$ cat src/logic/from_pkg.sv
// Package for the fault record and fault output map block: offsets, codes, field layout, resets and carriers.
package from_pkg;
	// Register byte offsets on the APB slave.
	localparam logic [7:0] OFS_OH_LEVEL = 8'h00;
	localparam logic [7:0] OFS_STALL_LIMIT = 8'h04;
	localparam logic [7:0] OFS_RECORD = 8'h08;
	localparam logic [7:0] OFS_OPTION_1 = 8'h0C;
	localparam logic [7:0] OFS_OPTION_2 = 8'h10;
	localparam logic [7:0] OFS_OPTION_3 = 8'h14;
	localparam logic [7:0] OFS_OPTION_4 = 8'h18;
	localparam logic [7:0] OFS_STATUS = 8'h1C;
	localparam logic [7:0] OFS_CLEAR = 8'h20;
	// Reset values, ranges and trip levels; temperatures in 0.1 degC units, limit in percent.
	localparam logic [15:0] RST_OH_LEVEL = 16'h041A;
	localparam logic [15:0] RST_STALL_LIMIT = 16'h0064;
	localparam logic [15:0] RST_OPTION = 16'h0000;
	localparam logic [7:0] RST_RECORD = 8'h00;
	localparam logic [15:0] MAX_OH_LEVEL = 16'h044C;
	localparam logic [15:0] MAX_STALL_LIMIT = 16'h0064;
	localparam logic [15:0] OH_TRIP_HEAVY = 16'h03E8;
	localparam logic [15:0] OH_TRIP_NORMAL = 16'h044C;
	localparam logic [15:0] PCT_FULL = 16'h0064;
	// Category bit positions inside each option value.
	localparam int CAT_CURRENT = 0;
	localparam int CAT_VOLTAGE = 1;
	localparam int CAT_OVERLOAD = 2;
	localparam int CAT_SYSTEM = 3;
	localparam int CAT_FEEDBACK = 4;
	localparam int CAT_EXTERNAL = 5;
	localparam int CAT_COMM = 6;
	localparam int CAT_W = 7;
	// Multi-function output terminal function codes for the four options.
	localparam logic [7:0] MFO_OPTION_BASE = 8'h23;
	localparam int MFO_COUNT = 4;
	// Fault codes.
	localparam logic [7:0] FC_NONE = 8'h00;
	localparam logic [7:0] FC_OC_ACC = 8'h01;
	localparam logic [7:0] FC_OC_DEC = 8'h02;
	localparam logic [7:0] FC_OC_RUN = 8'h03;
	localparam logic [7:0] FC_GROUND = 8'h04;
	localparam logic [7:0] FC_OC_STOP = 8'h06;
	localparam logic [7:0] FC_OV_ACC = 8'h07;
	localparam logic [7:0] FC_OV_STOP = 8'h0A;
	localparam logic [7:0] FC_UV_ACC = 8'h0B;
	localparam logic [7:0] FC_UV_STOP = 8'h0E;
	localparam logic [7:0] FC_PHASE_LOSS = 8'h0F;
	localparam logic [7:0] FC_STAGE_HOT = 8'h10;
	localparam logic [7:0] FC_SENSOR_OPEN = 8'h12;
	localparam logic [7:0] FC_OVERLOAD = 8'h15;
	localparam logic [7:0] FC_THERMAL_2 = 8'h17;
	localparam logic [7:0] FC_THERMISTOR = 8'h18;
	localparam logic [7:0] FC_TORQUE_1 = 8'h1A;
	localparam logic [7:0] FC_TORQUE_2 = 8'h1B;
	localparam logic [7:0] FC_LOW_CURRENT = 8'h1C;
	localparam logic [7:0] FC_MEM_ERR = 8'h1F;
	localparam logic [7:0] FC_SENSE_U = 8'h21;
	localparam logic [7:0] FC_AUTOTUNE = 8'h28;
	localparam logic [7:0] FC_CTRL_FB = 8'h29;
	localparam logic [7:0] FC_ENC_ERR = 8'h2A;
	localparam logic [7:0] FC_ENC_SLIP = 8'h2D;
	localparam logic [7:0] FC_AIN_LOSS = 8'h30;
	localparam logic [7:0] FC_EXT_FAULT = 8'h31;
	localparam logic [7:0] FC_EXT_BLOCK = 8'h33;
	localparam logic [7:0] FC_PASSWORD = 8'h34;
	localparam logic [7:0] FC_SERIAL_1 = 8'h36;
	localparam logic [7:0] FC_SERIAL_4 = 8'h39;
	localparam logic [7:0] FC_TIMEOUT = 8'h3A;
	localparam logic [7:0] FC_STAR_SWITCH = 8'h3D;
	localparam logic [7:0] FC_BACKUP = 8'h3E;
	localparam logic [7:0] FC_SLIP = 8'h3F;
	localparam logic [7:0] FC_SAFE_1 = 8'h48;
	localparam logic [7:0] FC_SAFE_TORQUE = 8'h4C;
	localparam logic [7:0] FC_SAFE_3 = 8'h4E;
	localparam logic [7:0] FC_OC_PRE_U = 8'h4F;
	localparam logic [7:0] FC_OC_PRE_V = 8'h50;
	localparam logic [7:0] FC_OPL_U = 8'h52;
	localparam logic [7:0] FC_OPL_W = 8'h54;
	localparam logic [7:0] FC_LOWF_OVERLOAD = 8'h57;
	localparam logic [7:0] FC_ROTOR_POS = 8'h59;
	localparam logic [7:0] FC_CAN_SW_1 = 8'h65;
	localparam logic [7:0] FC_CAN_SW_2 = 8'h66;
	localparam logic [7:0] FC_CAN_HW = 8'h68;
	localparam logic [7:0] FC_CAN_MEM = 8'h6B;
	localparam logic [7:0] FC_INT_COMM_0 = 8'h79;
	localparam logic [7:0] FC_INT_COMM_1 = 8'h7B;
	localparam logic [7:0] FC_INT_COMM_2 = 8'h7C;
	localparam logic [7:0] FC_INT_COMM_3 = 8'h7E;
	localparam logic [7:0] FC_SW_VERSION = 8'h7F;
	localparam logic [7:0] FC_TORQUE_3 = 8'h80;
	localparam logic [7:0] FC_TORQUE_4 = 8'h81;
	localparam logic [7:0] FC_THERMAL_3 = 8'h86;
	localparam logic [7:0] FC_THERMAL_4 = 8'h87;
	localparam logic [7:0] FC_GF_POWERON = 8'h8C;
	localparam logic [7:0] FC_GF_PRERUN = 8'h8D;
	localparam logic [7:0] FC_TUNE_STAGE_1 = 8'h8E;
	localparam logic [7:0] FC_TUNE_STAGE_3 = 8'h90;
	// Motion phase of the drive when a fault is raised.
	typedef enum logic [1:0] {
		FROM_PH_ACC = 2'h0,
		FROM_PH_DEC = 2'h1,
		FROM_PH_RUN = 2'h2,
		FROM_PH_STOP = 2'h3
	} from_phase_t;
	// A fault report from the protection detectors.
	typedef struct packed {
		logic valid;
		logic [7:0] code;
	} from_fault_t;
	// Scaled stall levels handed to the stall prevention logic.
	typedef struct packed {
		logic [15:0] accel;
		logic [15:0] run;
	} from_stall_t;
endpackage : from_pkg

$ cat src/logic/from_fault_map.sv
// Fault record, fault-to-terminal mapping, over-heat warning and stall limit scaling.
// Operation
// (RULE1) Stopping fault code stored; zero means none.
// (RULE2) Undervoltage at stop warns only, no record.
// (RULE3) Energy backup execution records code 62.
// (RULE4) Over-current codes 1-3, ground 4, stop 6.
// (RULE5) Over-voltage 7-10, undervoltage 11-14, phase loss 15.
// (RULE6) Thermal and load fault codes 16 to 28.
// (RULE7) Internal detection fault codes 31 to 40.
// (RULE8) Feedback fault codes 41 to 48.
// (RULE9) External fault codes 49-51, password 52.
// (RULE10) Serial errors 54-57, time-out 58.
// (RULE11) Codes 61-63, safety 72/76-78.
// (RULE12) Pre-run over-current, phase loss, 87, 89.
// (RULE13) CANopen and internal communication codes 101-127.
// (RULE14) Extended fault codes 128 to 144.
// (RULE15) Four 16-bit option values, default zero.
// (RULE16) Terminal functions 35-38 follow matching categories.
// (RULE17) Category bits zero to six as listed.
// (RULE18) Stop over-current current; over-voltage voltage category.
// (RULE19) Warning threshold 0.0-110.0 degC, default 105.0.
// (RULE20) Heavy or sensorless mode trips at 100 degC.
// (RULE21) Other modes trip at 110 degC.
// (RULE22) Above base frequency stall levels scaled by percent.
// (RULE23) Over-torque overload; feedback loss and slip feedback.
// (RULE24) Terminal idle while no matching active fault.
`timescale 1ns/100ps
module from_fault_map (
	// Clock and reset.
	input wire logic sys_clk,
	input wire logic rst_n,
	// APB slave.
	input wire logic psel,
	input wire logic penable,
	input wire logic pwrite,
	input wire logic [7:0] paddr,
	input wire logic [31:0] pwdata,
	output logic [31:0] prdata,
	output logic pready,
	output logic pslverr,
	// Protection detectors.
	input wire from_pkg::from_fault_t fault_in,
	input wire from_pkg::from_phase_t drive_phase,
	input wire logic decel_energy_backup,
	input wire logic heavy_or_sensorless,
	input wire logic [15:0] heatsink_temp,
	input wire logic above_base_freq,
	input wire from_pkg::from_stall_t stall_base,
	// Terminal configuration and outputs.
	input wire logic [7:0] terminal_func [from_pkg::MFO_COUNT],
	output logic [from_pkg::MFO_COUNT-1:0] terminal_out,
	output logic overheat_warning,
	output logic undervoltage_at_stop,
	output logic overheat_trip,
	output from_pkg::from_stall_t stall_level
);
	logic [15:0] oh_level_ff, nxt_oh_level;
	logic [15:0] stall_limit_ff, nxt_stall_limit;
	logic [15:0] option_ff [from_pkg::MFO_COUNT];
	logic [15:0] nxt_option [from_pkg::MFO_COUNT];
	logic [7:0] record_ff, nxt_record;
	logic [7:0] active_ff, nxt_active;
	logic [31:0] nxt_prdata;
	logic [from_pkg::MFO_COUNT-1:0] nxt_terminal;
	logic nxt_warn, nxt_uvs, nxt_trip;
	from_pkg::from_stall_t nxt_stall;
	logic [from_pkg::CAT_W-1:0] cat;
	logic wr_en, rd_en, clear_req, record_ev;
	logic [7:0] ev_code;
	logic [31:0] acc_prod, run_prod;

	// Category of a fault code; codes the map leaves blank fall into no category.
	function automatic logic [from_pkg::CAT_W-1:0] category(input logic [7:0] c);
		logic [from_pkg::CAT_W-1:0] r;
		r = '0;
		if (c == from_pkg::FC_OC_ACC || c == from_pkg::FC_OC_STOP || c == from_pkg::FC_LOW_CURRENT ||
			c == from_pkg::FC_OC_PRE_U || c == from_pkg::FC_OC_PRE_V || c == from_pkg::FC_OPL_U) begin
			r[from_pkg::CAT_CURRENT] = 1'b1; // see (RULE18)
		end
		if ((c >= from_pkg::FC_OV_ACC && c <= from_pkg::FC_PHASE_LOSS) || c == from_pkg::FC_BACKUP) begin
			r[from_pkg::CAT_VOLTAGE] = 1'b1; // see (RULE18)
		end
		if (c == from_pkg::FC_OVERLOAD || c == from_pkg::FC_TORQUE_1 || c == from_pkg::FC_TORQUE_2 ||
			c == from_pkg::FC_LOWF_OVERLOAD) begin
			r[from_pkg::CAT_OVERLOAD] = 1'b1; // see (RULE23)
		end
		if ((c >= from_pkg::FC_MEM_ERR && c <= from_pkg::FC_AUTOTUNE && c != 8'h20) ||
			c == from_pkg::FC_PASSWORD || c == from_pkg::FC_SAFE_1 ||
			(c >= from_pkg::FC_SAFE_TORQUE && c <= from_pkg::FC_SAFE_3)) begin
			r[from_pkg::CAT_SYSTEM] = 1'b1; // see (RULE17)
		end
		if ((c >= from_pkg::FC_CTRL_FB && c <= from_pkg::FC_ENC_SLIP) || c == from_pkg::FC_AIN_LOSS ||
			c == from_pkg::FC_ROTOR_POS) begin
			r[from_pkg::CAT_FEEDBACK] = 1'b1; // see (RULE23)
		end
		if ((c >= from_pkg::FC_EXT_FAULT && c <= from_pkg::FC_EXT_BLOCK) ||
			c == from_pkg::FC_STAR_SWITCH || c == from_pkg::FC_SLIP) begin
			r[from_pkg::CAT_EXTERNAL] = 1'b1; // see (RULE17)
		end
		if ((c >= from_pkg::FC_SERIAL_1 && c <= from_pkg::FC_TIMEOUT) ||
			(c >= from_pkg::FC_CAN_SW_1 && c <= from_pkg::FC_CAN_MEM && c != 8'h67) ||
			c == from_pkg::FC_INT_COMM_0 || c == from_pkg::FC_INT_COMM_1 ||
			c == from_pkg::FC_INT_COMM_2 || c == from_pkg::FC_INT_COMM_3) begin
			r[from_pkg::CAT_COMM] = 1'b1; // see (RULE17)
		end
		return r;
	endfunction : category

	// The detectors only ever raise documented codes; the record stores them as given.
	// see (RULE4) (RULE5) (RULE6) (RULE7) (RULE8) (RULE9) (RULE10) (RULE11) (RULE12) (RULE13) (RULE14)
	always_comb begin
		ev_code = fault_in.code;
		record_ev = 1'b0;
		nxt_uvs = 1'b0;
		if (decel_energy_backup) begin
			ev_code = from_pkg::FC_BACKUP; // see (RULE3)
			record_ev = 1'b1;
		end else if (fault_in.valid && fault_in.code != from_pkg::FC_NONE) begin
			if (fault_in.code == from_pkg::FC_UV_STOP ||
				(fault_in.code >= from_pkg::FC_UV_ACC && fault_in.code < from_pkg::FC_UV_STOP &&
				drive_phase == from_pkg::FROM_PH_STOP)) begin
				nxt_uvs = 1'b1; // see (RULE2)
			end else begin
				record_ev = 1'b1; // see (RULE1)
			end
		end
	end

	assign wr_en = psel && penable && pwrite;
	assign rd_en = psel && !penable && !pwrite;
	assign clear_req = wr_en && paddr == from_pkg::OFS_CLEAR && pwdata[0];
	assign pready = 1'b1;
	assign pslverr = 1'b0;

	always_comb begin
		nxt_oh_level = oh_level_ff;
		nxt_stall_limit = stall_limit_ff;
		nxt_option = option_ff;
		nxt_record = record_ev ? ev_code : record_ff; // see (RULE1)
		nxt_active = record_ev ? ev_code : active_ff;
		if (clear_req && !record_ev) begin
			nxt_active = from_pkg::FC_NONE;
		end
		if (wr_en) begin
			unique case (paddr)
				from_pkg::OFS_OH_LEVEL: if (pwdata[15:0] <= from_pkg::MAX_OH_LEVEL) begin
					nxt_oh_level = pwdata[15:0]; // see (RULE19)
				end
				from_pkg::OFS_STALL_LIMIT: if (pwdata[15:0] <= from_pkg::MAX_STALL_LIMIT) begin
					nxt_stall_limit = pwdata[15:0]; // see (RULE22)
				end
				from_pkg::OFS_OPTION_1: nxt_option[0] = pwdata[15:0]; // see (RULE15)
				from_pkg::OFS_OPTION_2: nxt_option[1] = pwdata[15:0];
				from_pkg::OFS_OPTION_3: nxt_option[2] = pwdata[15:0];
				from_pkg::OFS_OPTION_4: nxt_option[3] = pwdata[15:0];
				default: begin
				end
			endcase
		end
	end

	always_comb begin
		nxt_prdata = prdata;
		if (rd_en) begin
			unique case (paddr)
				from_pkg::OFS_OH_LEVEL: nxt_prdata = {16'h0000, oh_level_ff};
				from_pkg::OFS_STALL_LIMIT: nxt_prdata = {16'h0000, stall_limit_ff};
				from_pkg::OFS_RECORD: nxt_prdata = {24'h00_0000, record_ff};
				from_pkg::OFS_OPTION_1: nxt_prdata = {16'h0000, option_ff[0]};
				from_pkg::OFS_OPTION_2: nxt_prdata = {16'h0000, option_ff[1]};
				from_pkg::OFS_OPTION_3: nxt_prdata = {16'h0000, option_ff[2]};
				from_pkg::OFS_OPTION_4: nxt_prdata = {16'h0000, option_ff[3]};
				from_pkg::OFS_STATUS: nxt_prdata = {16'h0000, 5'h00, overheat_trip, overheat_warning,
					undervoltage_at_stop, active_ff};
				default: nxt_prdata = 32'h0000_0000;
			endcase
		end
	end

	// Terminals, heat supervision and stall scaling.
	assign cat = category(active_ff);
	assign acc_prod = 32'(stall_base.accel) * 32'(stall_limit_ff);
	assign run_prod = 32'(stall_base.run) * 32'(stall_limit_ff);
	always_comb begin
		for (int i = 0; i < from_pkg::MFO_COUNT; i++) begin
			nxt_terminal[i] = terminal_func[i] == from_pkg::MFO_OPTION_BASE + 8'(i) &&
				|(cat & option_ff[i][from_pkg::CAT_W-1:0]); // see (RULE16) (RULE24)
		end
		// The fixed trip applies whatever the warning threshold; in heavy mode a threshold at or above it masks the warning.
		nxt_trip = heavy_or_sensorless ? heatsink_temp >= from_pkg::OH_TRIP_HEAVY // see (RULE20)
			: heatsink_temp >= from_pkg::OH_TRIP_NORMAL; // see (RULE21)
		nxt_warn = heatsink_temp >= oh_level_ff && !(heavy_or_sensorless && oh_level_ff >= from_pkg::OH_TRIP_HEAVY);
		nxt_stall = stall_base;
		if (above_base_freq) begin
			nxt_stall.accel = 16'(acc_prod / 32'(from_pkg::PCT_FULL)); // see (RULE22)
			nxt_stall.run = 16'(run_prod / 32'(from_pkg::PCT_FULL));
		end
	end

	always_ff @(posedge sys_clk) begin
		if (!rst_n) begin
			oh_level_ff <= from_pkg::RST_OH_LEVEL;
			stall_limit_ff <= from_pkg::RST_STALL_LIMIT;
			for (int i = 0; i < from_pkg::MFO_COUNT; i++) begin
				option_ff[i] <= from_pkg::RST_OPTION;
			end
			record_ff <= from_pkg::RST_RECORD;
			active_ff <= from_pkg::RST_RECORD;
			prdata <= 32'h0000_0000;
			terminal_out <= '0;
			overheat_warning <= 1'b0;
			undervoltage_at_stop <= 1'b0;
			overheat_trip <= 1'b0;
			stall_level <= '0;
		end else begin
			oh_level_ff <= nxt_oh_level;
			stall_limit_ff <= nxt_stall_limit;
			option_ff <= nxt_option;
			record_ff <= nxt_record;
			active_ff <= nxt_active;
			prdata <= nxt_prdata;
			terminal_out <= nxt_terminal;
			overheat_warning <= nxt_warn;
			undervoltage_at_stop <= nxt_uvs;
			overheat_trip <= nxt_trip;
			stall_level <= nxt_stall;
		end
	end
endmodule : from_fault_map

$ cat config.mk
export PLATFORM = sky130hd
export DESIGN_NAME = from_fault_map
export DESIGN_NICKNAME = d
export VERILOG_FILES = /design/src/logic/from_pkg.sv /design/src/logic/from_fault_map.sv
export SDC_FILE = /design/constraint.sdc
export NUM_CORES = 2
export LEC_CHECK = 0
export ABC_CLOCK_PERIOD_IN_PS = 32400
export BUFFER_PORTS_ARGS = -buffer_cell sky130_fd_sc_hd__buf_2
export CORE_MARGIN = 1
export CORE_UTILIZATION = 60
export CTS_CLUSTER_DIAMETER = 200
export DETAILED_ROUTE_END_ITERATION = 8
export MAX_ROUTING_LAYER = met4
export PLACE_DENSITY = 0.79
export REMOVE_ABC_BUFFERS = 1
export SLEW_MARGIN = 30
export SYNTH_ARGS = -nofsm -noshare
export SYNTH_HDL_FRONTEND = slang
export SYNTH_SLANG_ARGS = --single-unit
export TNS_END_PERCENT = 20
$ cat constraint.sdc
create_clock -name sys_clk -period 32.4 [get_ports sys_clk]
set_input_delay 3.24 -clock sys_clk [delete_from_list [all_inputs] [get_ports sys_clk]]
set_output_delay 3.24 -clock sys_clk [all_outputs]
set_load 0.03 [all_outputs]
==> impl_metrics.tcl <==
set metrics [dict create \
    outcome "completed" \
    die_x_um 253 \
    yosys_warnings 0 \
    track_usage_pct 34.0 \
    nets 5582 \
    finalCriticalPeriod_ns 27.06 \
    final_common_cell "nand2_1" \
    netlist_area_um2 37800 \
    portBuffers 177 \
    cp-start-kind "input port" \
    max_freq_mhz 37.0 \
    avgViaCountPerCell 6.42 \
    wl_per_cell_um 18.6 \
    drv_slew 0 \
    antenna_left 0 \
    clockBufferDepth 2 \
    post_cts_buffers 0 \
    synthDistinctLibCells 165 \
    regToRegEndpoint "stall_level[0]$_SDFF_PN0_" \
    rsz0062_at_grt "no" \
    cts_root_buf "clkbuf_16" \
    antenna_found_initial 9 \
    layout_common_cells "nand2_1, inv_1, fa_1" \
    fin_tns_setup_ns 0 \
    place_hpwl_um 79500 \
    synth_seq_area_share_pct 8.84 \
    critical_path.endpoint "stall_level[0]$_SDFF_PN0_" \
    worst_path_max_delay_cell "a2111oi_1" \
    cts.sink_count 167 \
    critical_path_class "input port to flip-flop" \
    grt_pass1_wl_um 175000 \
    io_pins 212 \
    fin_crit_sh_pct 83.5 \
    crit_fanout 17 \
    grt_overflow_total 0 \
    start_util_pct 61.0 \
    path_clk_slew_ns 0.07 \
    cp_slowest_stage_delay_ns 0.81 \
    gp_congestion 0.951 \
    avgSynthCellArea_um2 7.83 \
    vias 36519 \
    ys_seq_elements 167 \
    cap_violations 0 \
    r2r_start "stall_limit_ff[3]$_SDFFE_PN0P_" \
    clk_latency_ns 0.48 \
    setup_violations 0 \
    end_kind "flip-flop" \
    hold_path_class "flip-flop to flip-flop" \
    worstHoldPathCells 2 \
    cp.arrival_ns 27.38 \
    h-tree-depth 4 \
    die_area_um2 64000 \
    first_pass_iters 7 \
    die_y_um 253 \
    worstPathRequired_ns 32.72 \
    worst_slew_pin_slew_ns 0.977 \
    core-area_um2 62100 \
    drt_iter0_drc 3234 \
    r2r_cells 74 \
    rows 91 \
    max_slew_margin_pct 33.8 \
    grt_pass1_vias 34750 \
    cts_buffers 17 \
    grt_max_degree 76 \
    cts_resized 0 \
    drc 0 \
    worst-r2r-setup-slack_ns 7.25 \
    syn_inst 4828 \
    synthArstFlopShare_pct 0 \
    hold_buffers 0 \
    crit_top_cell "fa_1" \
    drt-total-wl_um 106000 \
    critPathLaunch "stall_base[12]" \
    hold_violations 0 \
    area_growth_pct 4.91 \
    synth-main-ff-cell "dfxtp_1" \
    cts_tree "yes" \
    synth_edf_count 0 \
    final_layout_size_suffix_gt1_share_pct 9.81 \
    fin_skew_ns 0.0197 \
]
==> worst max-delay path: cells and delay by family <==
family / cells / cell delay [ns]
compound gates: 42 / 13.19
xor+xnor: 2 / 0.88
fa+ha+maj: 8 / 4.17
buf+inv: 6 / 0.69
mux: 3 / 0.98
simple gates: 13 / 4.19
==> state kept, by name, summed over array words and instances (netlist names), 4 cells and up <==
| name | flops |
|---|---|
| stall_level | 32 |
| oh_level_ff | 16 |
| option_ff | 64 |
| prdata | 16 |
| terminal_out | 4 |
| stall_limit_ff | 16 |
| active_ff | 8 |
| record_ff | 8 |
==> synth_stat cells, types with 20 or more instances <==
library cell	n	area [µm²]
nand2_1	646	2420
and3_1	43	269
nand3_1	112	561
o21ai_0	160	801
o21a_1	44	330
nor3_1	122	611
or2_2	21	131
o21ai_1	42	210
buf_2	35	175
o31ai_1	30	225
nand4_1	34	213
a21oi_1	307	1540
nor2_1	273	1020
a22oi_1	26	195
a221oi_1	27	236
nand2b_1	36	225
fa_1	388	7770
dfxtp_1	167	3340
or3_1	29	181
or2_1	20	125
a211o_1	21	184
and2_1	306	1910
a211oi_1	54	405
o22ai_1	25	156
nor4_1	33	206
a21o_1	49	368
xnor2_1	90	788
inv_1	467	1750
xor2_1	45	394
mux2i_1	75	751
buf_4	25	188
a31oi_1	49	307
ha_1	224	2800
o211ai_1	64	480
clkbuf_1	172	646
==> logic make-up (layout without fill, tap and decap cells) <==
logic type               count (synthesis)  in the layout  synth area share [%]
flip-flops                             167            167                  8.84
AND/OR/NAND/NOR                       1779           1779                  23.3
other                                    2             28                0.0199
AO/OA/AOI/OAI                         1300           1300                  25.7
buffers and inverters                  715            715                  7.54
adder cells (fa/ha/maj)                624            624                  28.3
multiplexers                            94             94                  2.61
XOR/XNOR                               147            147                  3.73
==> metrics by stage <==
stage	setup WS (ns)	hold slack (ns)	std cells	instance area (µm²)	utilization (%)
6_report	5.34	0.458	5691	39700	63.9
3_3_place_gp	5.50	0.441	5649	39000	62.9
5_1_grt	3.75	0.470	5690	39700	63.9
2_1_floorplan	8.75	0.436	4598	36800	-
3_5_place_dp	5.40	0.447	5649	39000	62.9
4_1_cts	5.80	0.457	5681	39600	63.9
==> worst min-delay path by stage <==
stage                          startpoint                         end  slack, ns
2_1_floorplan  option_ff[23]$_SDFFE_PN0P_  option_ff[23]$_SDFFE_PN0P_       0.44
3_3_place_gp   option_ff[47]$_SDFFE_PN0P_  option_ff[47]$_SDFFE_PN0P_       0.44
3_5_place_dp   option_ff[30]$_SDFFE_PN0P_  option_ff[30]$_SDFFE_PN0P_       0.45
4_1_cts        option_ff[30]$_SDFFE_PN0P_  option_ff[30]$_SDFFE_PN0P_       0.46
5_1_grt        option_ff[55]$_SDFFE_PN0P_  option_ff[55]$_SDFFE_PN0P_       0.47
6_report       option_ff[27]$_SDFFE_PN0P_  option_ff[27]$_SDFFE_PN0P_       0.46
==> layout make-up <==
cell class,count,area [µm²]
multi-input cells,3962,31700
fillers,5390,22400
well taps,837,1050
flip-flops and latches,167,3340
repair buffers,214,1160
inverters,469,1760
clock buffers,18,439
diodes,10,25.0
clock inverters,14,169
==> routing by layer <==
| metal | global-route usage (%) | vias to the layer above | routed length, µm |
|---|---|---|---|
| met5 | - | - | 0 |
| met4 | 10.2 | 0 | 2810 |
| met3 | 5.30 | 226 | 8830 |
| met2 | 53.8 | 1639 | 49000 |
| met1 | 44.8 | 17632 | 45300 |
| li1 | - | 17022 | - |
Power is not shown: default switching activity piles up to over one toggle a cycle in this logic, so the estimate is an artifact.
